==> config.mk <==
export PLATFORM = sky130hd
export DESIGN_NAME = adcsf_status
export DESIGN_NICKNAME = d
export VERILOG_FILES = /design/src/logic/adcsf_pkg.sv /design/src/logic/adcsf_status.sv
export VERILOG_INCLUDE_DIRS = /design/src /design/src/logic
export SDC_FILE = /design/constraint.sdc
export NUM_CORES = 1
export LEC_CHECK = 0
export ABC_AREA = 1
export ABC_CLOCK_PERIOD_IN_PS = 2400
export BUFFER_PORTS_ARGS = -buffer_cell sky130_fd_sc_hd__buf_2
export CAP_MARGIN = 0
export CELL_PAD_IN_SITES_DETAIL_PLACEMENT = 1
export CELL_PAD_IN_SITES_GLOBAL_PLACEMENT = 2
export CORE_MARGIN = 2
export CORE_UTILIZATION = 25
export CTS_BUF_LIST = sky130_fd_sc_hd__clkbuf_8
export DETAILED_ROUTE_END_ITERATION = 10
export PLACE_DENSITY = 0.82
export SLEW_MARGIN = 20
export SYNTH_ARGS = -nofsm -noshare
export SYNTH_HDL_FRONTEND = slang
export SYNTH_SLANG_ARGS = --single-unit
==> constraint.sdc <==
create_clock -name ref_clk -period 2.4 [get_ports ref_clk]
set_input_delay 0.48 -clock ref_clk [delete_from_list [all_inputs] [get_ports ref_clk]]
set_output_delay 0.48 -clock ref_clk [all_outputs]
set_load 0.05 [all_outputs]
==> src/logic/adcsf_params.svh <==
// Constants for the converter status flag block.
// Assumes inclusion by its bare name from the package and the design.
`ifndef ADCSF_PARAMS_SVH
`define ADCSF_PARAMS_SVH

// Status register bit positions
`define ADCSF_BIT_CAL        15
`define ADCSF_BIT_AUX_ERR    13
`define ADCSF_BIT_PRIM_ERR   12
`define ADCSF_BIT_ACC_THR    6
`define ADCSF_BIT_CMP        4
`define ADCSF_BIT_OVR        3
`define ADCSF_BIT_AUX_RDY    1
`define ADCSF_BIT_PRIM_RDY   0
`define ADCSF_STATUS_RESET   16'h0000

// Widths of results, accumulator and threshold counter
`define ADCSF_RES_W          24
`define ADCSF_ACC_W          32
`define ADCSF_CNT_W          16
`define ADCSF_MASK_W         8

// Full-scale clamp values of a 24-bit two's complement result
`define ADCSF_POS_FS         24'h7fffff
`define ADCSF_NEG_FS         24'h800000

// Overrange evaluation period
`define ADCSF_CLK_MHZ        10
`define ADCSF_OVR_PERIOD_US  125
`define ADCSF_OVR_CYCLES     (`ADCSF_OVR_PERIOD_US * `ADCSF_CLK_MHZ)
`define ADCSF_OVR_CNT_W      11

`endif

==> src/logic/adcsf_pkg.sv <==
// Types shared by the converter status flag block.
// Assumes the constants header is on the include path.
`include "adcsf_params.svh"

package adcsf_pkg;

    // One conversion event from a converter datapath
    typedef struct packed {
        logic                      valid;
        logic                      over;
        logic                      under;
        logic [`ADCSF_RES_W-1:0]   data;
    } adcsf_conv_s;

    // Comparator settings taken from the configuration registers
    typedef struct packed {
        logic                      comp_enable;
        logic                      count_enable;
        logic [`ADCSF_RES_W-1:0]   comp_threshold;
        logic [`ADCSF_CNT_W-1:0]   count_limit;
    } adcsf_cmp_cfg_s;

    typedef logic [`ADCSF_RES_W-1:0] adcsf_res_t;

endpackage

==> src/logic/adcsf_status.sv <==
// Status flag logic of a dual sigma-delta converter subsystem.
// Assumes single-cycle event pulses from the converter datapaths and
// register strobes from the processor bus, all on ref_clk; only the
// gross overrange level arrives from the analog side unsynchronised.
//
// Notes on behaviour
// - Calibration finish sets status bit 15
// - Mode register write clears calibration flag
// - Aux out of range: flag 13, clamp
// - In-range aux result written clears flag 13
// - Primary out of range: flag 12, clamp
// - In-range primary result written clears flag 12
// - Bit 6 follows accumulator above its threshold
// - Comparator flag only while comparator enabled
// - No counter: flag on magnitude above threshold
// - Counter: flag when count equals limit
// - Enabled overrange detect sets bit 3
// - Overrange flag evaluated every 125 us
// - Overrange flag sticks until disable or gain change
// - Aux enabled: bit 1 on result write
// - Calibration end sets both ready flags
// - Aux ready clears on aux then primary read
// - Primary enabled: bit 0 on result write
// - Hold result writes until ready flag cleared, except while core powered down
// - Interrupt only for masked-in status bits
`timescale 1ns/10ps
`include "adcsf_params.svh"

module adcsf_status (
    input  wire logic                    ref_clk,
    input  wire logic                    rst_n,
    input  adcsf_pkg::adcsf_conv_s       prim_conv,
    input  adcsf_pkg::adcsf_conv_s       aux_conv,
    input  wire logic                    prim_enable,
    input  wire logic                    aux_enable,
    input  wire logic                    cal_done,
    input  wire logic                    mode_reg_write,
    input  wire logic                    aux_result_read,
    input  wire logic                    primary_result_read,
    input  wire logic                    core_powered_down,
    input  adcsf_pkg::adcsf_cmp_cfg_s    cmp_cfg,
    input  wire logic [31:0]             primary_accumulator,
    input  wire logic [31:0]             accumulator_threshold_reg,
    input  wire logic                    ovr_detect_enable,
    input  wire logic                    gain_change,
    input  wire logic                    gross_overrange_in,
    input  wire logic [7:0]              converter_irq_mask,
    output logic [15:0]                  converter_status,
    output adcsf_pkg::adcsf_res_t        primary_result_reg,
    output adcsf_pkg::adcsf_res_t        aux_result_reg,
    output logic [15:0]                  threshold_counter_value,
    output logic                         converter_irq
);
    import adcsf_pkg::*;

    // Last count of the overrange evaluation period
    localparam logic [`ADCSF_OVR_CNT_W-1:0] OVR_LAST =
        `ADCSF_OVR_CNT_W'(`ADCSF_OVR_CYCLES - 1);

    // Clamp an out-of-range result to the matching full-scale extreme
    function automatic adcsf_res_t clamp_res(input adcsf_conv_s c);
        adcsf_res_t r;
        r = c.data;
        if (c.over) begin
            r = `ADCSF_POS_FS;
        end else if (c.under) begin
            r = `ADCSF_NEG_FS;
        end
        return r;
    endfunction

    // Magnitude of a signed result; negative full scale saturates
    function automatic adcsf_res_t mag_res(input adcsf_res_t v);
        adcsf_res_t m;
        m = v;
        if (v[`ADCSF_RES_W-1]) begin
            m = adcsf_res_t'(~v + 24'h000001);
            if (m[`ADCSF_RES_W-1]) begin
                m = `ADCSF_POS_FS;
            end
        end
        return m;
    endfunction

    // Flag flops, synchroniser stages, period timer and write strobes
    logic       cal_flag;
    logic       aux_err;
    logic       prim_err;
    logic       acc_flag;
    logic       cmp_flag;
    logic       ovr_flag;
    logic       aux_rdy;
    logic       prim_rdy;
    logic       aux_read_seen;
    logic       ovr_s1;
    logic       ovr_s2;
    logic       ovr_s3;
    logic       ovr_level;
    logic [`ADCSF_OVR_CNT_W-1:0] ovr_cnt;
    logic       ovr_tick;
    logic       prim_wr;
    logic       aux_wr;
    logic       prim_exceed;
    logic [15:0] next_count;
    adcsf_res_t prim_clamped;
    adcsf_res_t aux_clamped;

    // A new result only lands once software has taken the last one,
    // except with the core asleep, where the newest result wins
    assign prim_wr = prim_conv.valid
                   & (~prim_rdy | core_powered_down);
    assign aux_wr  = aux_conv.valid
                   & (~aux_rdy | core_powered_down);

    // Clamped once; the primary value is shared by the result store and the comparator
    assign prim_clamped = clamp_res(prim_conv);
    assign aux_clamped  = clamp_res(aux_conv);

    // Result registers hold the clamped value
    always_ff @(posedge ref_clk or negedge rst_n) begin
        if (!rst_n) begin
            primary_result_reg <= '0;
            aux_result_reg     <= '0;
        end else begin
            if (prim_wr) begin
                primary_result_reg <= prim_clamped;
            end
            if (aux_wr) begin
                aux_result_reg <= aux_clamped;
            end
        end
    end

    // Calibration flag; a finish in the same cycle as a mode write wins
    always_ff @(posedge ref_clk or negedge rst_n) begin
        if (!rst_n) begin
            cal_flag <= 1'b0;
        end else if (cal_done) begin
            cal_flag <= 1'b1;
        end else if (mode_reg_write) begin
            cal_flag <= 1'b0;
        end
    end

    // Conversion error flags follow each result actually written
    always_ff @(posedge ref_clk or negedge rst_n) begin
        if (!rst_n) begin
            prim_err <= 1'b0;
            aux_err  <= 1'b0;
        end else begin
            if (prim_wr) begin
                // Set on out of range, cleared by an in-range result
                prim_err <= prim_conv.over
                          | prim_conv.under;
            end
            if (aux_wr) begin
                aux_err <= aux_conv.over
                         | aux_conv.under;
            end
        end
    end

    // Accumulator level compare, refreshed every cycle
    always_ff @(posedge ref_clk or negedge rst_n) begin
        if (!rst_n) begin
            acc_flag <= 1'b0;
        end else begin
            acc_flag <= $signed(primary_accumulator)
                      > $signed(accumulator_threshold_reg);
        end
    end

    // Comparator magnitude test on every primary conversion
    assign prim_exceed = mag_res(prim_clamped) > cmp_cfg.comp_threshold;

    // Counter saturates at the limit so the flag does not wrap away
    always_comb begin
        next_count = threshold_counter_value;
        if (prim_exceed
            && threshold_counter_value != cmp_cfg.count_limit) begin
            next_count = threshold_counter_value + 16'h0001;
        end
    end

    // Threshold counter runs only while comparator and counter are on
    always_ff @(posedge ref_clk or negedge rst_n) begin
        if (!rst_n) begin
            threshold_counter_value <= '0;
        end else if (!cmp_cfg.comp_enable || !cmp_cfg.count_enable) begin
            threshold_counter_value <= '0;
        end else if (prim_conv.valid) begin
            threshold_counter_value <= next_count;
        end
    end

    // Comparator flag; forced low while the comparator is off
    always_ff @(posedge ref_clk or negedge rst_n) begin
        if (!rst_n) begin
            cmp_flag <= 1'b0;
        end else if (!cmp_cfg.comp_enable) begin
            cmp_flag <= 1'b0;
        end else if (prim_conv.valid) begin
            if (cmp_cfg.count_enable) begin
                cmp_flag <= next_count == cmp_cfg.count_limit;
            end else begin
                cmp_flag <= prim_exceed;
            end
        end
    end

    // Overrange level comes from the analog side: three stages,
    // accepted only when the second and third agree
    always_ff @(posedge ref_clk or negedge rst_n) begin
        if (!rst_n) begin
            ovr_s1    <= 1'b0;
            ovr_s2    <= 1'b0;
            ovr_s3    <= 1'b0;
            ovr_level <= 1'b0;
        end else begin
            ovr_s1 <= gross_overrange_in;
            ovr_s2 <= ovr_s1;
            ovr_s3 <= ovr_s2;
            if (ovr_s2 == ovr_s3) begin
                ovr_level <= ovr_s3;
            end
        end
    end

    // Evaluation period timer
    always_ff @(posedge ref_clk or negedge rst_n) begin
        if (!rst_n) begin
            ovr_cnt <= '0;
        end else if (ovr_cnt == OVR_LAST) begin
            ovr_cnt <= '0;
        end else begin
            ovr_cnt <= ovr_cnt + 11'h001;
        end
    end

    // One-cycle pulse that closes each evaluation period
    assign ovr_tick = ovr_cnt == OVR_LAST;

    // Sticky overrange flag; a set at the tick beats a gain change
    always_ff @(posedge ref_clk or negedge rst_n) begin
        if (!rst_n) begin
            ovr_flag <= 1'b0;
        end else if (ovr_detect_enable && ovr_tick && ovr_level) begin
            ovr_flag <= 1'b1;
        end else if (!ovr_detect_enable || gain_change) begin
            ovr_flag <= 1'b0;
        end
    end

    // Remembers that the aux result was read since the last clear
    always_ff @(posedge ref_clk or negedge rst_n) begin
        if (!rst_n) begin
            aux_read_seen <= 1'b0;
        end else if (primary_result_read) begin
            aux_read_seen <= 1'b0;
        end else if (aux_result_read) begin
            aux_read_seen <= 1'b1;
        end
    end

    // Ready flags; any set beats a clear in the same cycle
    always_ff @(posedge ref_clk or negedge rst_n) begin
        if (!rst_n) begin
            prim_rdy <= 1'b0;
            aux_rdy  <= 1'b0;
        end else begin
            if (cal_done || (prim_wr && prim_enable)) begin
                prim_rdy <= 1'b1;
            end else if (primary_result_read) begin
                prim_rdy <= 1'b0;
            end
            if (cal_done || (aux_wr && aux_enable)) begin
                aux_rdy <= 1'b1;
            end else if (primary_result_read && aux_read_seen) begin
                // Primary read is needed even with primary disabled
                aux_rdy <= 1'b0;
            end
        end
    end

    // Status word; reserved positions tie low, no write path exists
    assign converter_status = {cal_flag, 1'b0, aux_err, prim_err,
                               5'h00, acc_flag, 1'b0, cmp_flag,
                               ovr_flag, 1'b0, aux_rdy, prim_rdy};

    // Interrupt registered from the masked low status byte,
    // so it trails the flags by one cycle
    always_ff @(posedge ref_clk or negedge rst_n) begin
        if (!rst_n) begin
            converter_irq <= 1'b0;
        end else begin
            converter_irq <= |(converter_status[7:0]
                             & converter_irq_mask);
        end
    end

endmodule

[Yosys cells after proc, flatten, opt, wreduce, memory -nomap -nowiden]
Cells that the tools add are included.
Storage, ports and cells
  flip-flop bits (word level): 89
  bits of input ports: 180
  output and inout port bits: 81
  word-level logic and storage cells: 81
Cells by class
  $add $sub $neg: 3
  order comparisons: 2
  equal/unequal tests: 5
  mux-type cells: 23
  bitwise gates (word level): 10
  reduce and logical (&&, ||, !) cells: 20
Operator list (number)
  24-bit 2-to-1 mux: 4
  16-bit 2-to-1 mux: 3
  23-bit 2-to-1 mux: 2
  32-bit greater-than comparator: 1
  24-bit by 1-bit adder with 24-bit output, second input constant: 1
  24-bit greater-than comparator: 1
  24-bit inverter: 1
  16-bit by 1-bit adder with 16-bit output, second input constant: 1
  16-bit == test: 1
  16-bit != test: 1
  1-bit 2-to-1 mux: 13
  2-bit nonzero test: 6
  11-bit by 1-bit adder with 11-bit output, second input constant: 1
  11-bit == test, second input constant: 1
  11-bit 2-to-1 mux: 1
  7-bit by 8-bit AND with 8-bit output: 1
  8-bit OR reduction: 1
  1-bit logical AND: 6
  1-bit logical OR: 4
  1-bit OR: 4
  1-bit logical NOT: 3
  1-bit AND: 2
  2-bit != test, second input constant: 1
  1-bit inverter: 2
  1-bit == test: 1

[Longest topological paths before layout]
  depth in word-level cells: 13
  gate-level depth with buffers: 36
  mapped depth without buffers: 33

[Least setup slack after synthesis]
OpenSTA, ideal clock, no wires.
  kind: in2reg
  start point: input port prim_conv[25] in the netlist's numbering
  end point: register cmp_flag
  library setup time: 0.077 ns
  data arrival time: 4.001 ns
  required time: 2.323 ns
  slack: -1.678 ns
  cell stages on the path: 32
  path buffers: 2
  cell sequence: buf_6 clkinv_8 nand2_1 inv_1 ha_1 inv_1 nor3_2 nand2_1 nor3_4 nand3_2 nor3_4 nand2_2 nor2_4 nand2_1 xor2_1 a21oi_2 ha_1 nand2_1 inv_1 nand3_1 nor3_2 nand4_1 nand2_2 inv_2 buf_2 nand3_1 nand3_1 nor2_1 nand2_1 nor2_1 nand2_1 a21oi_1
Between the ends
  word-level cells in the longest chain between the ends: 12
RTL lines
  start, declared: line adcsf_status.sv:32  | input adcsf_pkg::adcsf_conv_s prim_conv,
  24-bit 2-to-1 mux *: line adcsf_status.sv:64  | if (c.over) begin
  24-bit inverter: line adcsf_status.sv:77  | m = adcsf_res_t'(~v + 24'h000001);
  24-bit by 1-bit adder with 24-bit output: line adcsf_status.sv:77
  23-bit 2-to-1 mux: line adcsf_status.sv:78  | if (m[`ADCSF_RES_W-1]) begin
  23-bit 2-to-1 mux *: line adcsf_status.sv:76  | if (v[`ADCSF_RES_W-1]) begin
  24-bit greater-than comparator *: line adcsf_status.sv:174  | assign prim_exceed = mag_res(prim_clamped) > cmp_cfg.comp_threshold;
  1-bit logical AND: line adcsf_status.sv:180  | && threshold_counter_value != cmp_cfg.count_limit) begin
  16-bit 2-to-1 mux: line adcsf_status.sv:179  | if (prim_exceed
  16-bit == test: line adcsf_status.sv:204  | cmp_flag <= next_count == cmp_cfg.count_limit;
  1-bit 2-to-1 mux *: line adcsf_status.sv:203  | if (cmp_cfg.count_enable) begin
  1-bit 2-to-1 mux *: line adcsf_status.sv:202  | end else if (prim_conv.valid) begin
  1-bit 2-to-1 mux *: line adcsf_status.sv:200  | end else if (!cmp_cfg.comp_enable) begin
  end signal, assigned: line adcsf_status.sv:204
  end signal, assigned: line adcsf_status.sv:206  | cmp_flag <= prim_exceed;
  end, declared: line adcsf_status.sv:90  | logic cmp_flag;
Mark *: on every way between the ends. The rest lies on a longest branch, timed or not. The select of a mux whose other input is x is not followed.
A chain may end at the register's enable or synchronous reset.

[Worst setup path after layout]
  start point: input port prim_conv[25] in the netlist's numbering
  end point: register threshold_counter_value[5]
Between the ends
  word-level cells in the longest chain between the ends: 10
RTL lines
  24-bit 2-to-1 mux *: line adcsf_status.sv:64
  24-bit inverter: line adcsf_status.sv:77
  24-bit by 1-bit adder with 24-bit output: line adcsf_status.sv:77
  23-bit 2-to-1 mux: line adcsf_status.sv:78
  23-bit 2-to-1 mux *: line adcsf_status.sv:76
  24-bit greater-than comparator *: line adcsf_status.sv:174
  1-bit logical AND *: line adcsf_status.sv:180
  16-bit 2-to-1 mux *: line adcsf_status.sv:179
  16-bit 2-to-1 mux *: line adcsf_status.sv:191  | end else if (prim_conv.valid) begin
  16-bit 2-to-1 mux *: line adcsf_status.sv:189  | end else if (!cmp_cfg.comp_enable || !cmp_cfg.count_enable) begin
  end signal, assigned: line adcsf_status.sv:192  | threshold_counter_value <= next_count;
  end, declared: line adcsf_status.sv:51  | output logic [15:0] threshold_counter_value,
Marks and branches as above.

==> results.sh <==
export IMPL_nets=1682
export IMPL_worstPathRequired_ps=2650
export IMPL_n_antenna_cell=0
export IMPL_wl_mm=28.11
export IMPL_max_freq_mhz=256.9
export IMPL_synth_top_cell_area_share_pct=30.13
export IMPL_grt_pass1_vias=8581
export IMPL_place_inst=1793
export IMPL_irDropWorstVdd_v=0.0002783
export IMPL_fin_ws_ps=-1493
export IMPL_crit_buf_inv=11
export IMPL_grtUsageTotal_pct=18.12
export IMPL_tritoncts="done"
export IMPL_clkTransAtPathRegs_ps=120
export IMPL_ant_nets=0
export IMPL_drc=0
export IMPL_worst_r2r_endpoint="cmp_flag"
export IMPL_drv_slew=0
export IMPL_cts_buffers=9
export IMPL_syn_to_final_growth_pct=43.75
export IMPL_syn_area_per_cell_um2=6.776
export IMPL_worst_pin_slew_ps=664.1
export IMPL_rr_worst_depth=16
export IMPL_gp_congestion=0.9238
export IMPL_dr_total_vias=8186
export IMPL_path_class="in2reg"
export IMPL_finClkSkew_ps=15.50
export IMPL_fin_crit_ps=3893
export IMPL_reg2reg_from="threshold_counter_value[10]"
export IMPL_die_y_um=176.0
export IMPL_violations="setup timing"
export IMPL_worst_path_largest_cell_delay_ps=280
export IMPL_overflow=0
export IMPL_synth_edf_count=0
export IMPL_cts_sinks=89
export IMPL_clock_latency_ps=380
export IMPL_wire_per_inst_um=15.35
export IMPL_critPathTopFamily="simple AND/OR/NAND/NOR gates"
export IMPL_rows=62
export IMPL_finalHoldViolCount=0
export IMPL_clockRootBuffer="clkbuf_8"
export IMPL_start_util_pct=25.55
export IMPL_grt_pass1_wl_mm=44.68
export IMPL_grt_max_degree=45
export IMPL_synthTopCellsByArea="dfrtp_1 (30%), nand2_1 (16%), inv_1 (10%), ha_1 (10%), o21ai_0 (4.3%)"
export IMPL_crit_top_cell="nor3_4"
export IMPL_synth_seq_area_share_pct=30.13
export IMPL_critPathMaxFanout=8
export IMPL_rsz0062_at_grt="yes"
export IMPL_coreArea_mm2=0.02894
export IMPL_p_leak_nw=5.871
export IMPL_boundaryPins=261
export IMPL_finalCritPeriodShare_pct=162.2
export IMPL_ys_types=47
export IMPL_htree_num_levels=3
export IMPL_start_kind="input port"
export IMPL_drv_cap=0
export IMPL_hold_ws_ps=35.48
export IMPL_hold_class="in2async"
export IMPL_cp_arrival_ps=4140
export IMPL_cp_end_kind="flip-flop"
export IMPL_via_per_inst=4.468
export IMPL_dp_hpwl_mm=23.20
export IMPL_p_per_area_mw_per_mm2=453.5
export IMPL_cp_depth=31
export IMPL_syn_area_mm2=0.007392
export IMPL_cp_slowest_cell="ha_1"
export IMPL_slew_headroom_pct=55.68
export IMPL_synth_top_cell_by_area="dfrtp_1"
export IMPL_syn_inst=1091
export IMPL_total_power_w=0.004819
export IMPL_layout_cells_non_filler=1832
export IMPL_die_area_mm2=0.03096
export IMPL_setup_viol=17
export IMPL_fin_setup_tns_ps=-22020
export IMPL_outcome="finished, violations left"
export IMPL_drtIter0Drc=316
export IMPL_clock_path_buffers=2
export IMPL_die_x_um=176.0
export IMPL_yosysWarnings=0
export IMPL_io_buffers=249
export IMPL_postSynth_asyncResetShare_pct=100.0
export IMPL_rrSetupSlack_ps=-100
export IMPL_antenna_found_initial=0
export IMPL_drive_gt1_share_pct=34.67
export IMPL_firstDrtPassIters=6
export IMPL_synthFlopType="dfrtp_1"
export IMPL_synth_seq_cells=89
-- cell families (layout without fill, tap and decap cells) --
group                    Yosys count  in the layout  share of synthesized area (%)
adder cells (fa/ha/maj)           60             60                          10.12
AND/OR/NAND/NOR                  506            506                          29.81
XOR/XNOR                          29             29                          3.436
other                              1              8                        0.05073
flip-flops                        89             89                          30.13
buffers and inverters            247            597                          14.08
AO/OA/AOI/OAI                    159            159                          12.37
-- cells in the mapped netlist (15+ instances only) --
library cell    n
inv_1         198
xor2_1         24
nand2_1       312
buf_4          17
nand4_1        15
clkbuf_1       17
nor2_1         81
o21ai_0        63
ha_1           59
a21oi_1        49
dfrtp_1        89
nand3_1        29
nor3_1         29
-- metrics by stage --
stage	utilization (%)	setup slack [ps]	cell area, um^2
after global placement	33.78	-1976	9773
final	36.72	-1493	10630
after detailed placement	33.78	-2111	9773
after CTS	35.69	-1384	10330
after global routing	36.72	-1793	10630
after floorplan	-	-1579	7503
-- area by class of cell --
class	count	area [um^2]
inverter	206	815.8
tap	384	480.5
clock buffer	9	123.9
clock inverter	7	78.83
sequential	89	2227
fill	3674	18310
timing repair buffer	374	2290
multi-input combinational	762	4599
timing repair inverter	1	11.26
-- layout by cell type, fill, tap and decap left out, drive strengths merged --
| cell type | n |
|---|---|
| inv | 209 |
| xor2 | 24 |
| nand3 | 33 |
| xnor2 | 5 |
| clkinv | 3 |
| o221ai | 1 |
| a21o | 4 |
| a32oi | 2 |
| dfrtp | 89 |
| a31oi | 13 |
| a21oi | 55 |
| a221o | 1 |
| ha | 59 |
| o211ai | 3 |
| clkbuf | 9 |
| or2 | 3 |
| o21ai | 63 |
| a22oi | 4 |
| buf | 374 |
| nand4 | 15 |
| o21a | 3 |
| conb | 8 |
| clkinvlp | 1 |
| o22ai | 8 |
| and3 | 4 |
| a32o | 1 |
| maj3 | 1 |
| bufinv | 1 |
| nand2 | 322 |
| nor3b | 2 |
| nor2 | 88 |
| nor3 | 34 |
| a221oi | 1 |
| nor4 | 5 |
-- routing by layer --
metal	share of wire, %	up-vias	global-route usage [%]
met3	2.7	26	1.658
li1	-	4124	-
met2	51	147	32.60
met1	45	3889	23.41
met5	0	-	0
met4	1.8	0	4.339
-- power by group --
part | total [W] | internal [W] | leakage, nW | switching [W]
clock | 0.00114 | 0.000496 | 0.104 | 0.000639
combinational | 0.00196 | 0.000634 | 4.67 | 0.00132
sequential | 0.00173 | 0.00164 | 1.10 | 0.0000861
-- worst max-delay path by stage --
stage | endpoint | slack, ps | startpoint
finish | threshold_counter_value[5] | -1490 | prim_conv[25]
CTS | cmp_flag | -1380 | prim_conv[24]
global route | cmp_flag | -1790 | prim_conv[25]
floorplan | cmp_flag | -1580 | prim_conv[25]
global placement | cmp_flag | -1980 | prim_conv[25]
detailed placement | threshold_counter_value[3] | -2110 | prim_conv[25]
-- timing repair --
item                       in CTS  in global routing
buffers inserted               12                 10
hold buffers                    0                  0
pin swaps                      47                 12
gates resized for setup        68                 51
gates cloned                    1                  0
setup endpoints to repair      17                 17
(Power assumes the default switching activity.)
